==> src/verilog/asr_pkg.sv <==
// Constants shared by the serial transceiver core
package asr_pkg;
    localparam int unsigned CLK_HZ = 100_000_000;
    localparam int unsigned PRESCALE = 4;
    localparam int unsigned OVERSAMPLE = 16;
    localparam int unsigned FRAME_BITS_8 = 10;
    localparam int unsigned FRAME_BITS_9 = 11;
    localparam int unsigned LONG_BREAK_EXTRA = 3;
    localparam logic [12:0] BAUD_DIV_RESET = 13'h001a;
    localparam logic [3:0] SLOT_EDGE_CHECK_A = 4'h2;
    localparam logic [3:0] SLOT_EDGE_CHECK_B = 4'h4;
    localparam logic [3:0] SLOT_EDGE_CHECK_C = 4'h6;
    localparam logic [3:0] SLOT_VOTE_A = 4'h7;
    localparam logic [3:0] SLOT_VOTE_B = 4'h8;
    localparam logic [3:0] SLOT_VOTE_C = 4'h9;
    localparam logic [3:0] SLOT_LAST = 4'hf;
    localparam logic [3:0] SLOT_EDGE_WINDOW = 4'hb;
    localparam logic [8:0] DATA_RESET = 9'h000;
endpackage

==> src/verilog/asr_tick_if.sv <==
// Baud tick carrier between the core and its rate generator
`timescale 1ns/1ps
interface asr_tick_if;
    logic tick16;
    logic tick1_tx;
    modport gen (output tick16, output tick1_tx);
    modport use_side (input tick16, input tick1_tx);
endinterface
==> src/verilog/asr_baud_gen.sv <==
// Shared baud generator: clock divided by four, then by the modulo divisor
`timescale 1ns/1ps
module asr_baud_gen (
    input wire logic mclk,
    input wire logic nrst,
    input wire logic [12:0] baud_div,
    asr_tick_if.gen ticks
);
    logic [1:0] pre_q;
    logic [12:0] div_q;
    logic [3:0] sub_q;
    logic pre_tick;

    assign pre_tick = (pre_q == 2'(asr_pkg::PRESCALE - 1));

    always_ff @(posedge mclk) begin
        if (!nrst) begin
            pre_q <= 2'h0;
        end else begin
            pre_q <= pre_q + 2'h1;
        end
    end

    // A zero divisor is treated as one so the ticks never stop
    always_ff @(posedge mclk) begin
        if (!nrst) begin
            div_q <= 13'h0000;
            ticks.tick16 <= 1'b0;
        end else begin
            ticks.tick16 <= 1'b0;
            if (pre_tick) begin
                if (div_q + 13'h0001 >= baud_div) begin
                    div_q <= 13'h0000;
                    ticks.tick16 <= 1'b1;
                end else begin
                    div_q <= div_q + 13'h0001;
                end
            end
        end
    end

    // Transmit bit clock is one in sixteen of the same ticks
    always_ff @(posedge mclk) begin
        if (!nrst) begin
            sub_q <= 4'h0;
            ticks.tick1_tx <= 1'b0;
        end else begin
            ticks.tick1_tx <= 1'b0;
            if (ticks.tick16) begin
                sub_q <= sub_q + 4'h1;
                ticks.tick1_tx <= (sub_q == asr_pkg::SLOT_LAST);
            end
        end
    end
endmodule

==> src/verilog/asr_core.sv <==
// Full-duplex asynchronous serial transmitter and receiver core
`timescale 1ns/1ps
module asr_core #(
    parameter logic [12:0] BAUD_DIV_DEFAULT = asr_pkg::BAUD_DIV_RESET
) (
    input wire logic mclk,
    input wire logic nrst,
    input wire logic [12:0] baud_div,
    input wire logic tx_enable,
    input wire logic rx_enable,
    input wire logic tx_polarity_invert,
    input wire logic rx_polarity_invert,
    input wire logic nine_bit_select,
    input wire logic long_break_select,
    input wire logic send_break,
    input wire logic ninth_tx_bit,
    input wire logic [7:0] data_buffer_port_wdata,
    input wire logic data_buffer_port_write,
    input wire logic data_buffer_port_read,
    input wire logic status_one_reg_read,
    input wire logic error_clear,
    output logic [7:0] data_buffer_port_rdata,
    output logic ninth_rx_bit,
    output logic tx_buffer_empty,
    output logic tx_complete,
    output logic rx_buffer_full,
    output logic overrun_flag,
    output logic noise_flag,
    output logic framing_error_flag,
    output logic rx_active,
    output logic txd,
    output logic txd_oe,
    input wire logic rxd
);
    initial begin
        if (BAUD_DIV_DEFAULT == 13'h0000) begin
            $error("baud divisor default must be nonzero");
        end
    end

    asr_tick_if ticks ();

    asr_baud_gen u_baud (
        .mclk(mclk),
        .nrst(nrst),
        .baud_div(baud_div),
        .ticks(ticks)
    );

    // ---------------- Transmitter ----------------
    typedef enum logic [1:0] {ASR_TX_IDLE, ASR_TX_SHIFT} asr_tx_state_e;
    asr_tx_state_e tx_state_q;
    logic [8:0] tx_buf_q;
    logic tx_buf_full_q;
    logic [13:0] tx_shift_q;
    logic [3:0] tx_left_q;
    logic tx_en_q;
    logic sbk_q;
    logic idle_pend_q;
    logic brk_pend_q;
    logic tx_line;
    logic [3:0] frame_len;
    logic [3:0] break_len;
    logic tx_free;
    logic tx_load;
    logic tc_q;

    assign frame_len = nine_bit_select ? 4'(asr_pkg::FRAME_BITS_9) : 4'(asr_pkg::FRAME_BITS_8);
    assign break_len = frame_len + (long_break_select ? 4'(asr_pkg::LONG_BREAK_EXTRA) : 4'h0);

    // Edges of the enable and break controls queue idle and break frames
    always_ff @(posedge mclk) begin
        if (!nrst) begin
            tx_en_q <= 1'b0;
            sbk_q <= 1'b0;
            idle_pend_q <= 1'b0;
            brk_pend_q <= 1'b0;
        end else begin
            tx_en_q <= tx_enable;
            sbk_q <= send_break;
            if (tx_enable && !tx_en_q) begin
                idle_pend_q <= 1'b1;
            end else if (tx_free && !brk_pend_q) begin
                idle_pend_q <= 1'b0;
            end
            if (sbk_q && !send_break) begin
                brk_pend_q <= 1'b1;
            end else if (tx_free && brk_pend_q) begin
                brk_pend_q <= send_break;
            end
        end
    end

    // Buffer write; a write wins over the load into the shifter if both occur on one edge
    always_ff @(posedge mclk) begin
        if (!nrst) begin
            tx_buf_q <= asr_pkg::DATA_RESET;
            tx_buf_full_q <= 1'b0;
        end else begin
            if (tx_load) begin
                tx_buf_full_q <= 1'b0;
            end
            if (data_buffer_port_write) begin
                tx_buf_q <= {ninth_tx_bit, data_buffer_port_wdata};
                tx_buf_full_q <= 1'b1;
            end
        end
    end

    // The last bit tick of a frame is also a free slot, so frames follow with no gap
    assign tx_free = ticks.tick1_tx && (tx_state_q == ASR_TX_IDLE || tx_left_q == 4'h1);
    assign tx_load = tx_free && !brk_pend_q && !idle_pend_q && tx_buf_full_q && tx_enable;

    // Shifter: idle, break and data frames are all shifted LSB first
    always_ff @(posedge mclk) begin
        if (!nrst) begin
            tx_state_q <= ASR_TX_IDLE;
            tx_shift_q <= 14'h3fff;
            tx_left_q <= 4'h0;
            tc_q <= 1'b1;
        end else if (tx_free) begin
            if (brk_pend_q) begin
                tx_shift_q <= 14'h0000;
                tx_left_q <= break_len;
                tx_state_q <= ASR_TX_SHIFT;
                tc_q <= 1'b0;
            end else if (idle_pend_q) begin
                tx_shift_q <= 14'h3fff;
                tx_left_q <= frame_len;
                tx_state_q <= ASR_TX_SHIFT;
                tc_q <= 1'b0;
            end else if (tx_load) begin
                tx_shift_q <= nine_bit_select ? {3'h7, 1'b1, tx_buf_q, 1'b0}
                                              : {4'hf, 1'b1, tx_buf_q[7:0], 1'b0};
                tx_left_q <= frame_len;
                tx_state_q <= ASR_TX_SHIFT;
                tc_q <= 1'b0;
            end else begin
                tx_state_q <= ASR_TX_IDLE;
                tc_q <= 1'b1;
            end
        end else if (ticks.tick1_tx && tx_state_q == ASR_TX_SHIFT) begin
            tx_shift_q <= {1'b1, tx_shift_q[13:1]};
            tx_left_q <= tx_left_q - 4'h1;
        end
    end

    // Lags one edge so the flag never shows before the pin is back at idle
    always_ff @(posedge mclk) begin
        if (!nrst) begin
            tx_complete <= 1'b1;
        end else begin
            tx_complete <= tc_q;
        end
    end

    assign tx_line = (tx_state_q == ASR_TX_SHIFT) ? tx_shift_q[0] : 1'b1;
    assign tx_buffer_empty = !tx_buf_full_q;

    // Pin held while enabled, while an idle or break frame is queued, or while any frame is shifting
    always_ff @(posedge mclk) begin
        if (!nrst) begin
            txd <= 1'b1;
            txd_oe <= 1'b0;
        end else begin
            txd <= tx_line ^ tx_polarity_invert;
            txd_oe <= tx_enable || tx_state_q == ASR_TX_SHIFT
                      || brk_pend_q || idle_pend_q || !tx_complete;
        end
    end

    // ---------------- Receiver ----------------
    typedef enum logic [1:0] {ASR_RX_HUNT, ASR_RX_START, ASR_RX_BITS} asr_rx_state_e;
    asr_rx_state_e rx_state_q;
    logic rx_sample;
    logic rx_fall;
    logic preload_q;
    logic [3:0] slot_q;
    logic [3:0] bit_q;
    logic [2:0] votes_q;
    logic [1:0] start_zeros_q;
    logic noise_q;
    logic [9:0] rx_shift_q;
    logic bit_val;
    logic [3:0] last_bit;
    logic rd_armed_q;

    asr_rx_sampler u_samp (
        .mclk(mclk),
        .nrst(nrst),
        .rxd(rxd),
        .rx_polarity_invert(rx_polarity_invert),
        .tick16(ticks.tick16 && rx_enable),
        .preload_ones(preload_q),
        .sample(rx_sample),
        .fall_edge(rx_fall)
    );

    assign bit_val = (votes_q[0] & votes_q[1]) | (votes_q[0] & votes_q[2])
                     | (votes_q[1] & votes_q[2]);
    assign last_bit = nine_bit_select ? 4'ha : 4'h9;
    assign rx_active = rx_state_q != ASR_RX_HUNT;

    always_ff @(posedge mclk) begin
        if (!nrst) begin
            rx_state_q <= ASR_RX_HUNT;
            slot_q <= 4'h0;
            bit_q <= 4'h0;
            votes_q <= 3'h0;
            start_zeros_q <= 2'h0;
            noise_q <= 1'b0;
            rx_shift_q <= 10'h000;
            preload_q <= 1'b0;
        end else if (!rx_enable) begin
            rx_state_q <= ASR_RX_HUNT;
            preload_q <= 1'b0;
        end else begin
            preload_q <= 1'b0;
            if (ticks.tick16) begin
                slot_q <= slot_q + 4'h1;
                if (rx_fall && (rx_state_q == ASR_RX_HUNT
                    || slot_q >= asr_pkg::SLOT_EDGE_WINDOW)) begin
                    slot_q <= 4'h1;
                    if (rx_state_q == ASR_RX_HUNT) begin
                        rx_state_q <= ASR_RX_START;
                        start_zeros_q <= 2'h0;
                        noise_q <= 1'b0;
                        bit_q <= 4'h0;
                    end
                end
                if (rx_state_q == ASR_RX_START) begin
                    if (slot_q == asr_pkg::SLOT_EDGE_CHECK_A || slot_q == asr_pkg::SLOT_EDGE_CHECK_B
                        || slot_q == asr_pkg::SLOT_EDGE_CHECK_C) begin
                        if (!rx_sample) begin
                            start_zeros_q <= start_zeros_q + 2'h1;
                        end else begin
                            noise_q <= 1'b1;
                        end
                    end
                    if (slot_q == asr_pkg::SLOT_EDGE_CHECK_C) begin
                        if (start_zeros_q + (rx_sample ? 2'h0 : 2'h1) >= 2'h2) begin
                            rx_state_q <= ASR_RX_BITS;
                        end else begin
                            rx_state_q <= ASR_RX_HUNT;
                        end
                    end
                end
                if (rx_state_q == ASR_RX_BITS) begin
                    if (slot_q == asr_pkg::SLOT_VOTE_A) votes_q[0] <= rx_sample;
                    if (slot_q == asr_pkg::SLOT_VOTE_B) votes_q[1] <= rx_sample;
                    if (slot_q == asr_pkg::SLOT_VOTE_C) begin
                        votes_q[2] <= rx_sample;
                    end
                    if (slot_q == asr_pkg::SLOT_VOTE_C + 4'h1) begin
                        if (votes_q != 3'h0 && votes_q != 3'h7 && bit_q != 4'h0) begin
                            noise_q <= 1'b1;
                        end
                        if (bit_q != 4'h0) begin
                            rx_shift_q <= {bit_val, rx_shift_q[9:1]};
                        end
                        bit_q <= bit_q + 4'h1;
                        if (bit_q == last_bit) begin
                            rx_state_q <= ASR_RX_HUNT;
                            preload_q <= !bit_val && (rx_shift_q[9:1] != 9'h000);
                        end
                    end
                end
            end
        end
    end

    // A completed frame is handed over when the last vote is decided
    logic rx_done;
    logic [8:0] rx_char;
    assign rx_done = rx_enable && ticks.tick16 && rx_state_q == ASR_RX_BITS
                     && slot_q == asr_pkg::SLOT_VOTE_C + 4'h1 && bit_q == last_bit;
    assign rx_char = nine_bit_select ? rx_shift_q[9:1] : {1'b0, rx_shift_q[9:2]};

    logic [8:0] rx_buf_q;
    logic rx_clear;
    assign rx_clear = rd_armed_q && data_buffer_port_read;

    always_ff @(posedge mclk) begin
        if (!nrst) begin
            rd_armed_q <= 1'b0;
        end else if (status_one_reg_read && rx_buffer_full) begin
            rd_armed_q <= 1'b1;
        end else if (data_buffer_port_read) begin
            rd_armed_q <= 1'b0;
        end
    end

    // New arrivals win over a clear on the same edge
    always_ff @(posedge mclk) begin
        if (!nrst) begin
            rx_buf_q <= asr_pkg::DATA_RESET;
            rx_buffer_full <= 1'b0;
            overrun_flag <= 1'b0;
            noise_flag <= 1'b0;
            framing_error_flag <= 1'b0;
        end else begin
            if (rx_clear) begin
                rx_buffer_full <= 1'b0;
                overrun_flag <= 1'b0;
                noise_flag <= 1'b0;
            end
            if (error_clear) begin
                framing_error_flag <= 1'b0;
            end
            if (rx_done && !framing_error_flag) begin
                if (rx_buffer_full && !rx_clear) begin
                    overrun_flag <= 1'b1;
                end else if (!bit_val) begin
                    framing_error_flag <= 1'b1;
                end else begin
                    rx_buf_q <= {rx_char[8], rx_char[7:0]};
                    rx_buffer_full <= 1'b1;
                    noise_flag <= noise_q || (votes_q != 3'h0 && votes_q != 3'h7);
                end
            end
        end
    end

    assign data_buffer_port_rdata = rx_buf_q[7:0];
    assign ninth_rx_bit = rx_buf_q[8];
endmodule

==> src/verilog/asr_rx_sampler.sv <==
// Receive input synchroniser, polarity and falling edge history
`timescale 1ns/1ps
module asr_rx_sampler (
    input wire logic mclk,
    input wire logic nrst,
    input wire logic rxd,
    input wire logic rx_polarity_invert,
    input wire logic tick16,
    input wire logic preload_ones,
    output logic sample,
    output logic fall_edge
);
    logic s1_q;
    logic s2_q;
    logic [2:0] hist_q;

    always_ff @(posedge mclk) begin
        if (!nrst) begin
            s1_q <= 1'b1;
            s2_q <= 1'b1;
        end else begin
            s1_q <= rxd;
            s2_q <= s1_q;
        end
    end

    assign sample = s2_q ^ rx_polarity_invert;
    assign fall_edge = tick16 && (hist_q == 3'h7) && !sample;

    always_ff @(posedge mclk) begin
        if (!nrst) begin
            hist_q <= 3'h0;
        end else if (preload_ones) begin
            hist_q <= 3'h7;
        end else if (tick16) begin
            hist_q <= {hist_q[1:0], sample};
        end
    end
endmodule

==> config.mk <==
export PLATFORM = sky130hd
export DESIGN_NAME = asr_core
export DESIGN_NICKNAME = d
export VERILOG_FILES = /design/src/verilog/asr_pkg.sv /design/src/verilog/asr_tick_if.sv /design/src/verilog/asr_baud_gen.sv /design/src/verilog/asr_core.sv /design/src/verilog/asr_rx_sampler.sv
export SDC_FILE = /design/constraint.sdc
export NUM_CORES = 1
export LEC_CHECK = 0
export ABC_AREA = 1
export BUFFER_PORTS_ARGS = -buffer_cell sky130_fd_sc_hd__buf_2
export CAP_MARGIN = 15
export CORE_MARGIN = 3
export CORE_UTILIZATION = 40
export CTS_BUF_LIST = sky130_fd_sc_hd__clkbuf_2
export DETAILED_ROUTE_END_ITERATION = 7
export HOLD_SLACK_MARGIN = 0.15
export PLACE_DENSITY = 0.55
export SYNTH_ARGS = -nofsm -noshare
export SYNTH_HDL_FRONTEND = slang
export SYNTH_SLANG_ARGS = --single-unit
==> constraint.sdc <==
create_clock -name mclk -period 2.7 [get_ports mclk]
set_clock_uncertainty 0.15 [all_clocks]
set_input_delay 0.27 -clock mclk [delete_from_list [all_inputs] [get_ports mclk]]
set_output_delay 0.27 -clock mclk [all_outputs]
set_load 0.01 [all_outputs]
==> results of run 1 <==
[flip-flops by register name, summed over array words and instances (netlist names), 2 cells and up]
| name | cells |
|---|---|
| tx_shift_q | 14 |
| u_baud.div_q | 13 |
| rx_buf_q | 9 |
| rx_shift_q | 9 |
| tx_buf_q | 9 |
| bit_q | 4 |
| slot_q | 4 |
| tx_left_q | 4 |
| u_baud.sub_q | 4 |
| u_samp.hist_q | 3 |
| votes_q | 3 |
| rx_state_q | 2 |
| start_zeros_q | 2 |
| u_baud.pre_q | 2 |
[report_power, final]
group          switching, uW  internal (uW)
Sequential              21.2           1550
Combinational            134            129
Clock                    504            216
[cells in the final DEF, fill, tap and decap left out, drive strengths merged]
cell type | Yosys | final
a211oi | 1 | 1
or2 | 3 | 3
nand4 | 21 | 21
xor2 | 8 | 8
o211ai | 3 | 3
and2 | 2 | 2
nor4 | 2 | 2
clkinv | 2 | 6
bufinv | 0 | 1
o22ai | 1 | 1
mux2i | 3 | 3
nor3 | 5 | 5
inv | 99 | 100
ha | 26 | 26
nand2 | 181 | 181
o21bai | 1 | 1
dfxtp | 103 | 103
o31ai | 2 | 2
xnor2 | 2 | 2
a31oi | 2 | 2
clkbuf | 10 | 11
buf | 13 | 64
nor2 | 87 | 87
a21oi | 60 | 60
nand3 | 35 | 35
o21ai | 77 | 77
dlygate4sd3 | 0 | 47
[critical path: stages (launching register included)]
cell	delay, ns
dfxtp_2	0.43
ha_4	0.15
nand2_4	0.06
nor2_4	0.15
buf_4	0.13
nand4_1	0.08
nand2_1	0.10
inv_1	0.05
ha_1	0.31
nand2_2	0.09
inv_1	0.04
nand2_1	0.05
nand2_1	0.04
a21oi_1	0.11
nand3_1	0.08
nand2_1	0.09
nand2_2	0.11
clkbuf_16	0.19
nor2_1	0.11
[kinds of logic (layout without fill, tap and decap cells)]
| kind of cell | Yosys count | after routing |
|---|---|---|
| adder cells (fa/ha/maj) | 26 | 26 |
| AND/OR/NAND/NOR | 336 | 336 |
| flip-flops | 103 | 103 |
| AO/OA/AOI/OAI | 147 | 147 |
| XOR/XNOR | 10 | 10 |
| buffers and inverters | 124 | 229 |
| multiplexers | 3 | 3 |
[cell type report]
| cell class | instances | area, um^2 | share of cell area, % |
|---|---|---|---|
| Inverter | 101 | 383 | 6.00 |
| Timing Repair Buffer | 112 | 856 | 13.4 |
| Multi-Input combinational cell | 522 | 2750 | 43.1 |
| Clock buffer | 10 | 50.0 | 0.784 |
| Clock inverter | 6 | 60.1 | 0.940 |
| Sequential cell | 103 | 2070 | 32.4 |
| Tap cell | 172 | 215 | 3.37 |
[per-layer routing]
layer | global-route usage, % | vias up | share of wire, %
met5 | 0 | - | 0
met4 | 3.75 | 0 | 0.90
met3 | 4.40 | 10 | 3.0
met2 | 31.6 | 51 | 50
met1 | 20.9 | 2254 | 46
li1 | - | 2611 | -
[repair_timing]
item	4_1_cts	5_1_grt
cloned	0	1
setup buffers	1	5
hold buffers	47	0
endpoints found under the setup margin	11	14
pin swaps	0	6
resized for setup	2	24
endpoints found under the hold margin	87	0
[through the flow]
stage	hold slack, ns	utilization, %	area (um^2)	setup WS (ns)
floorplan	0.218	-	5220	0.290
global placement	0.245	44.5	5640	0.111
detailed placement	0.251	44.5	5640	-0.0000444
CTS	0.161	49.2	6230	0.00936
global route	0.266	50.4	6390	-0.0261
finish	0.292	50.4	6390	0.143
[worst paths after layout]
check | startpoint | endpoint | slack, ns | cells past startpoint
hold / removal | u_baud.pre_q[0]$_SDFF_PN0_ | u_baud.pre_q[0]$_SDFF_PN0_ | 0.29 | 1
setup reg to reg | u_baud.div_q[1]$_SDFFE_PN0N_ | u_baud.div_q[2]$_SDFFE_PN0N_ | 0.14 | 18
hold reg to reg | u_baud.pre_q[0]$_SDFF_PN0_ | u_baud.pre_q[0]$_SDFF_PN0_ | 0.29 | 1
setup / recovery | u_baud.div_q[1]$_SDFFE_PN0N_ | u_baud.div_q[2]$_SDFFE_PN0N_ | 0.14 | 18
==> summary.txt, run 1 <==
GRT Util Overall -> 17.5%
WL per Instance -> 11.7 um
Predominant post-synthesis flop cell -> dfxtp_1
Setup TNS -> 0 ns
Post-Syn Area per Cell -> 6.97 um^2
Remaining antenna violation count -> 0
DP Cell Count -> 956
Post-Synth XOR/XNOR Area -> 1.68%
Fin crit period -> 2.56 ns
Clock Pin Slew Worst Setup and Hold Paths -> 0.27 ns
CTS tree -> built
Async SR Flop Fraction -> 0%
GR Overflow Total -> 0
Clk buf depth -> 2
Design Power -> 2560 uW
CTS root buffer -> clkbuf_2
Outcome -> completed
Max-slew violations -> 0
Worst-skew pair later-pin latency -> 0.60 ns
Buffers on Ports -> 53
Post-synth top cells -> nand2_1 (174), dfxtp_1 (103), inv_1 (95)
Slew @ Worst Pin -> 0.700 ns
Core area -> 12,700 um^2
Mux share of post-synthesis cell area -> 0.575%
Synth area leader -> dfxtp_1
Share of layout cells above drive strength 1 -> 14.3%
Drt via density -> 4.80
Setup violators final -> 0
Residual DRC -> 0
Max Fanout on Critical Path -> 5
Pleak -> 0.00300 uW
H-tree depth -> 3
Drt first pass iters -> 4
#FFs+latches synth -> 103
Routed wire length -> 12.0 mm
Drt first-iter violations -> 226
Startpoint Class -> flop
Synth Area in Compound Gates -> 14.7%
DIE AREA -> 14,500 um^2
Critical Setup Path Class -> flop to flop
FILL cells -> 1,301
Class of the worst hold path -> flop to flop
Cell variety after synth -> 42
Starting Density -> 41.2%
PD cells -> 401 nW/um^2
GPL Wtd Cong -> 0.796
Die height -> 120 um
Global-route wire length before repair -> 20.8 mm
CP arrival -> 2.97 ns
DR vias -> 4,926
Synth warnings -> 0
Fin. Hold Viols -> 0
Final Non-Filler Cells -> 1,026
N_diodes -> 0
RSZ-0062 raised after global routing -> yes
Die Width -> 120 um
Post-Syn Nets -> 811
CP endpoint kind -> flop
IO Count -> 54
Top-area cell type share of the netlist area -> 39.5%
CTS Buf Count -> 9
Synth Area in Adders -> 6.23%
Initial antenna violation count -> 0
Count leader, synth -> nand2_1
Simple-gate share of the synthesized area -> 27.9%
Largest family of logic cells by synthesized area -> simple AND/OR/NAND/NOR gates
Cells after Synth -> 749
Nets@finish -> 911
Row count -> 41
EDFF count, synth -> 0
Top post-synthesis cells by area -> dfxtp_1 (39%), nand2_1 (13%), inv_1 (6.8%)
Largest net degree at the start of global routing -> 54
Placed wire-length estimate -> 8.45 mm
Worst slew margin -> 53.3%
WP data required -> 3.11 ns
Max-cap violations -> 0
Post-Syn Area -> 5220 um^2
Number of global-route vias before repair -> 4,684
Worst vdd ir -> 0.273 mV
Seq/Total Area, Yosys -> 39.5%
FMAX -> 391 MHz
Final period utilization -> 94.7%
Clock sink total -> 103
Layout Area Growth over Synthesis -> 22.3%
No activity file was read; power rests on OpenSTA's default activity.
==> inputs of run 2 (changes only) <==
--- a/config.mk
+++ b/config.mk
@@ -10,10 +10,11 @@
 export CAP_MARGIN = 15
 export CORE_MARGIN = 3
 export CORE_UTILIZATION = 40
-export CTS_BUF_LIST = sky130_fd_sc_hd__clkbuf_2
+export CTS_BUF_LIST = sky130_fd_sc_hd__clkbuf_16
+export CTS_CLUSTER_DIAMETER = 150
 export DETAILED_ROUTE_END_ITERATION = 7
 export HOLD_SLACK_MARGIN = 0.15
-export PLACE_DENSITY = 0.55
+export PLACE_DENSITY_LB_ADDON = 0.25
 export SYNTH_ARGS = -nofsm -noshare
 export SYNTH_HDL_FRONTEND = slang
 export SYNTH_SLANG_ARGS = --single-unit
==> summary.txt, run 2 (same netlist as run 1, synthesis figures left out) <==
Outcome -> completed
WL per Instance -> 11.3 um
Reg area -> 2070 um^2
Commonest cells after routing, fill and taps aside -> nand2_1 (169), dfxtp_1 (101), inv_1 (96)
CTS root buffer -> clkbuf_16
GRT Util Overall -> 16.2%
Die Width -> 120 um
Layout Area Growth over Synthesis -> 19.3%
DIE AREA -> 14,500 um^2
Slew @ Worst Pin -> 0.553 ns
Finished Cell Area -> 6230 um^2
Pleak -> 0.00290 uW
Max Fanout on Critical Path -> 5
Max-slew violations -> 0
Biggest regs -> tx_shift_q: 14 flops, u_baud.div_q: 13 flops
Startpoint Class -> flop
Core area -> 12,700 um^2
CTS tree -> built
Hold slack final -> 0.149 ns
CTS Buf Count -> 9
GPL Wtd Cong -> 0.813
Setup violators final -> 0
FILL cells -> 1,313
IO Count -> 54
DR vias -> 4,653
CP endpoint kind -> flop
Largest net degree at the start of global routing -> 54
Clk buf depth -> 2
Critical Setup Path Class -> flop to flop
Die height -> 120 um
Placed wire-length estimate -> 7.80 mm
Max-cap violations -> 0
Worst-skew pair later-pin latency -> 0.35 ns
Setup TNS -> 0 ns
GR Overflow Total -> 0
Drt first-iter violations -> 239
Starting Density -> 41.2%
Fin crit period -> 2.51 ns
Nets@finish -> 877
Leading cell type in the layout, fill and taps excluded -> nand2_1
PD cells -> 506 nW/um^2
Design Power -> 3150 uW
Drt first pass iters -> 4
Global-route wire length before repair -> 19.5 mm
Largest reg by FF count -> tx_shift_q
Post-placement cell area -> 5640 um^2
Buffers on Ports -> 53
Initial antenna violation count -> 0
CP arrival -> 2.64 ns
Largest register FFs -> 14
N_diodes -> 0
Remaining antenna violation count -> 0
RSZ-0062 raised after global routing -> no
FMAX -> 398 MHz
Number of global-route vias before repair -> 4,389
Residual DRC -> 0
Routed wire length -> 11.2 mm
Worst slew margin -> 63.1%
Clock Pin Slew Worst Setup and Hold Paths -> 0.07 ns
Worst vdd ir -> 0.370 mV
Drt via density -> 4.69
Fin. Hold Viols -> 0
Multi-input gate area in the final layout -> 2720 um^2
Clock sink total -> 103
H-tree depth -> 3
Class of the worst hold path -> input pin to flop
WP data required -> 2.83 ns
Final period utilization -> 93.1%
Share of layout cells above drive strength 1 -> 13.3%
Row count -> 41
run 2: cell count changes in the layout (fill, tap and decap cells not counted), sizes merged:
cell | before | now
clkinvlp | 0 | 2
clkbuf | 11 | 10
dlygate4sd3 | 47 | 19
buf | 64 | 58
bufinv | 1 | 2
clkinv | 6 | 4
run 2: repair_timing:
action,4_1_cts,5_1_grt
resized for setup,0,15
hold buffers,19,0
buffers inserted,0,1
setup endpoints to repair,0,14
hold endpoints to repair,21,0
run 2: worst paths after layout:
check	start	to	slack (ns)	cells past startpoint
setup reg to reg	u_baud.div_q[0]$_SDFFE_PN0N_	u_baud.div_q[5]$_SDFFE_PN0N_	0.19	16
hold / removal	data_buffer_port_write	tx_buf_q[0]$_SDFFE_PN0P_	0.15	3
setup / recovery	u_baud.div_q[0]$_SDFFE_PN0N_	u_baud.div_q[5]$_SDFFE_PN0N_	0.19	16
hold reg to reg	u_samp.s1_q$_SDFF_PN1_	u_samp.s2_q$_SDFF_PN1_	0.26	1
run 2: area by class of cell:
class | instances | share of cell area [%]
multi-input cells | 522 | 43.7
repair buffers | 78 | 8.51
inverters | 101 | 6.14
clock buffers | 9 | 3.61
clock inverters | 7 | 1.43
flip-flops and latches | 103 | 33.2
well taps | 172 | 3.45
run 2: routing by layer:
metal  routed length, um  part of all wire, %  global-route usage, %
met5                   0                    0                      0
met4                  89                 0.80                   4.32
met3                 402                  3.6                   3.51
met2                5230                   47                   27.0
met1                5450                   49                   21.4
run 2: critical path, cell delays in order (launching register included):
cell	delay, ns
dfxtp_4	0.37
ha_2	0.20
nand2_2	0.08
nor2_4	0.15
buf_4	0.13
xor2_1	0.22
ha_1	0.30
nand2_1	0.09
inv_1	0.04
nand2_1	0.05
nand3_1	0.08
nand2_1	0.06
nand3_1	0.08
nand2_2	0.10
nand2_4	0.08
clkbuf_16	0.18
nor2_1	0.08
run 2: metrics by stage:
stage                     setup slack (ns)  utilization, %  std cells
after CTS                           0.0590            48.5        990
after global routing               0.00359            49.2        992
after detailed placement            0.0780            44.5        955
after floorplan                      0.290               -        749
after global placement               0.121            44.5        955
final                                0.186            49.2        992
run 2: where the power goes:
group | internal [uW] | switching [uW]
sequential | 1550 | 20.4
clock | 805 | 559
combinational | 98.5 | 124
total | 2450 | 704
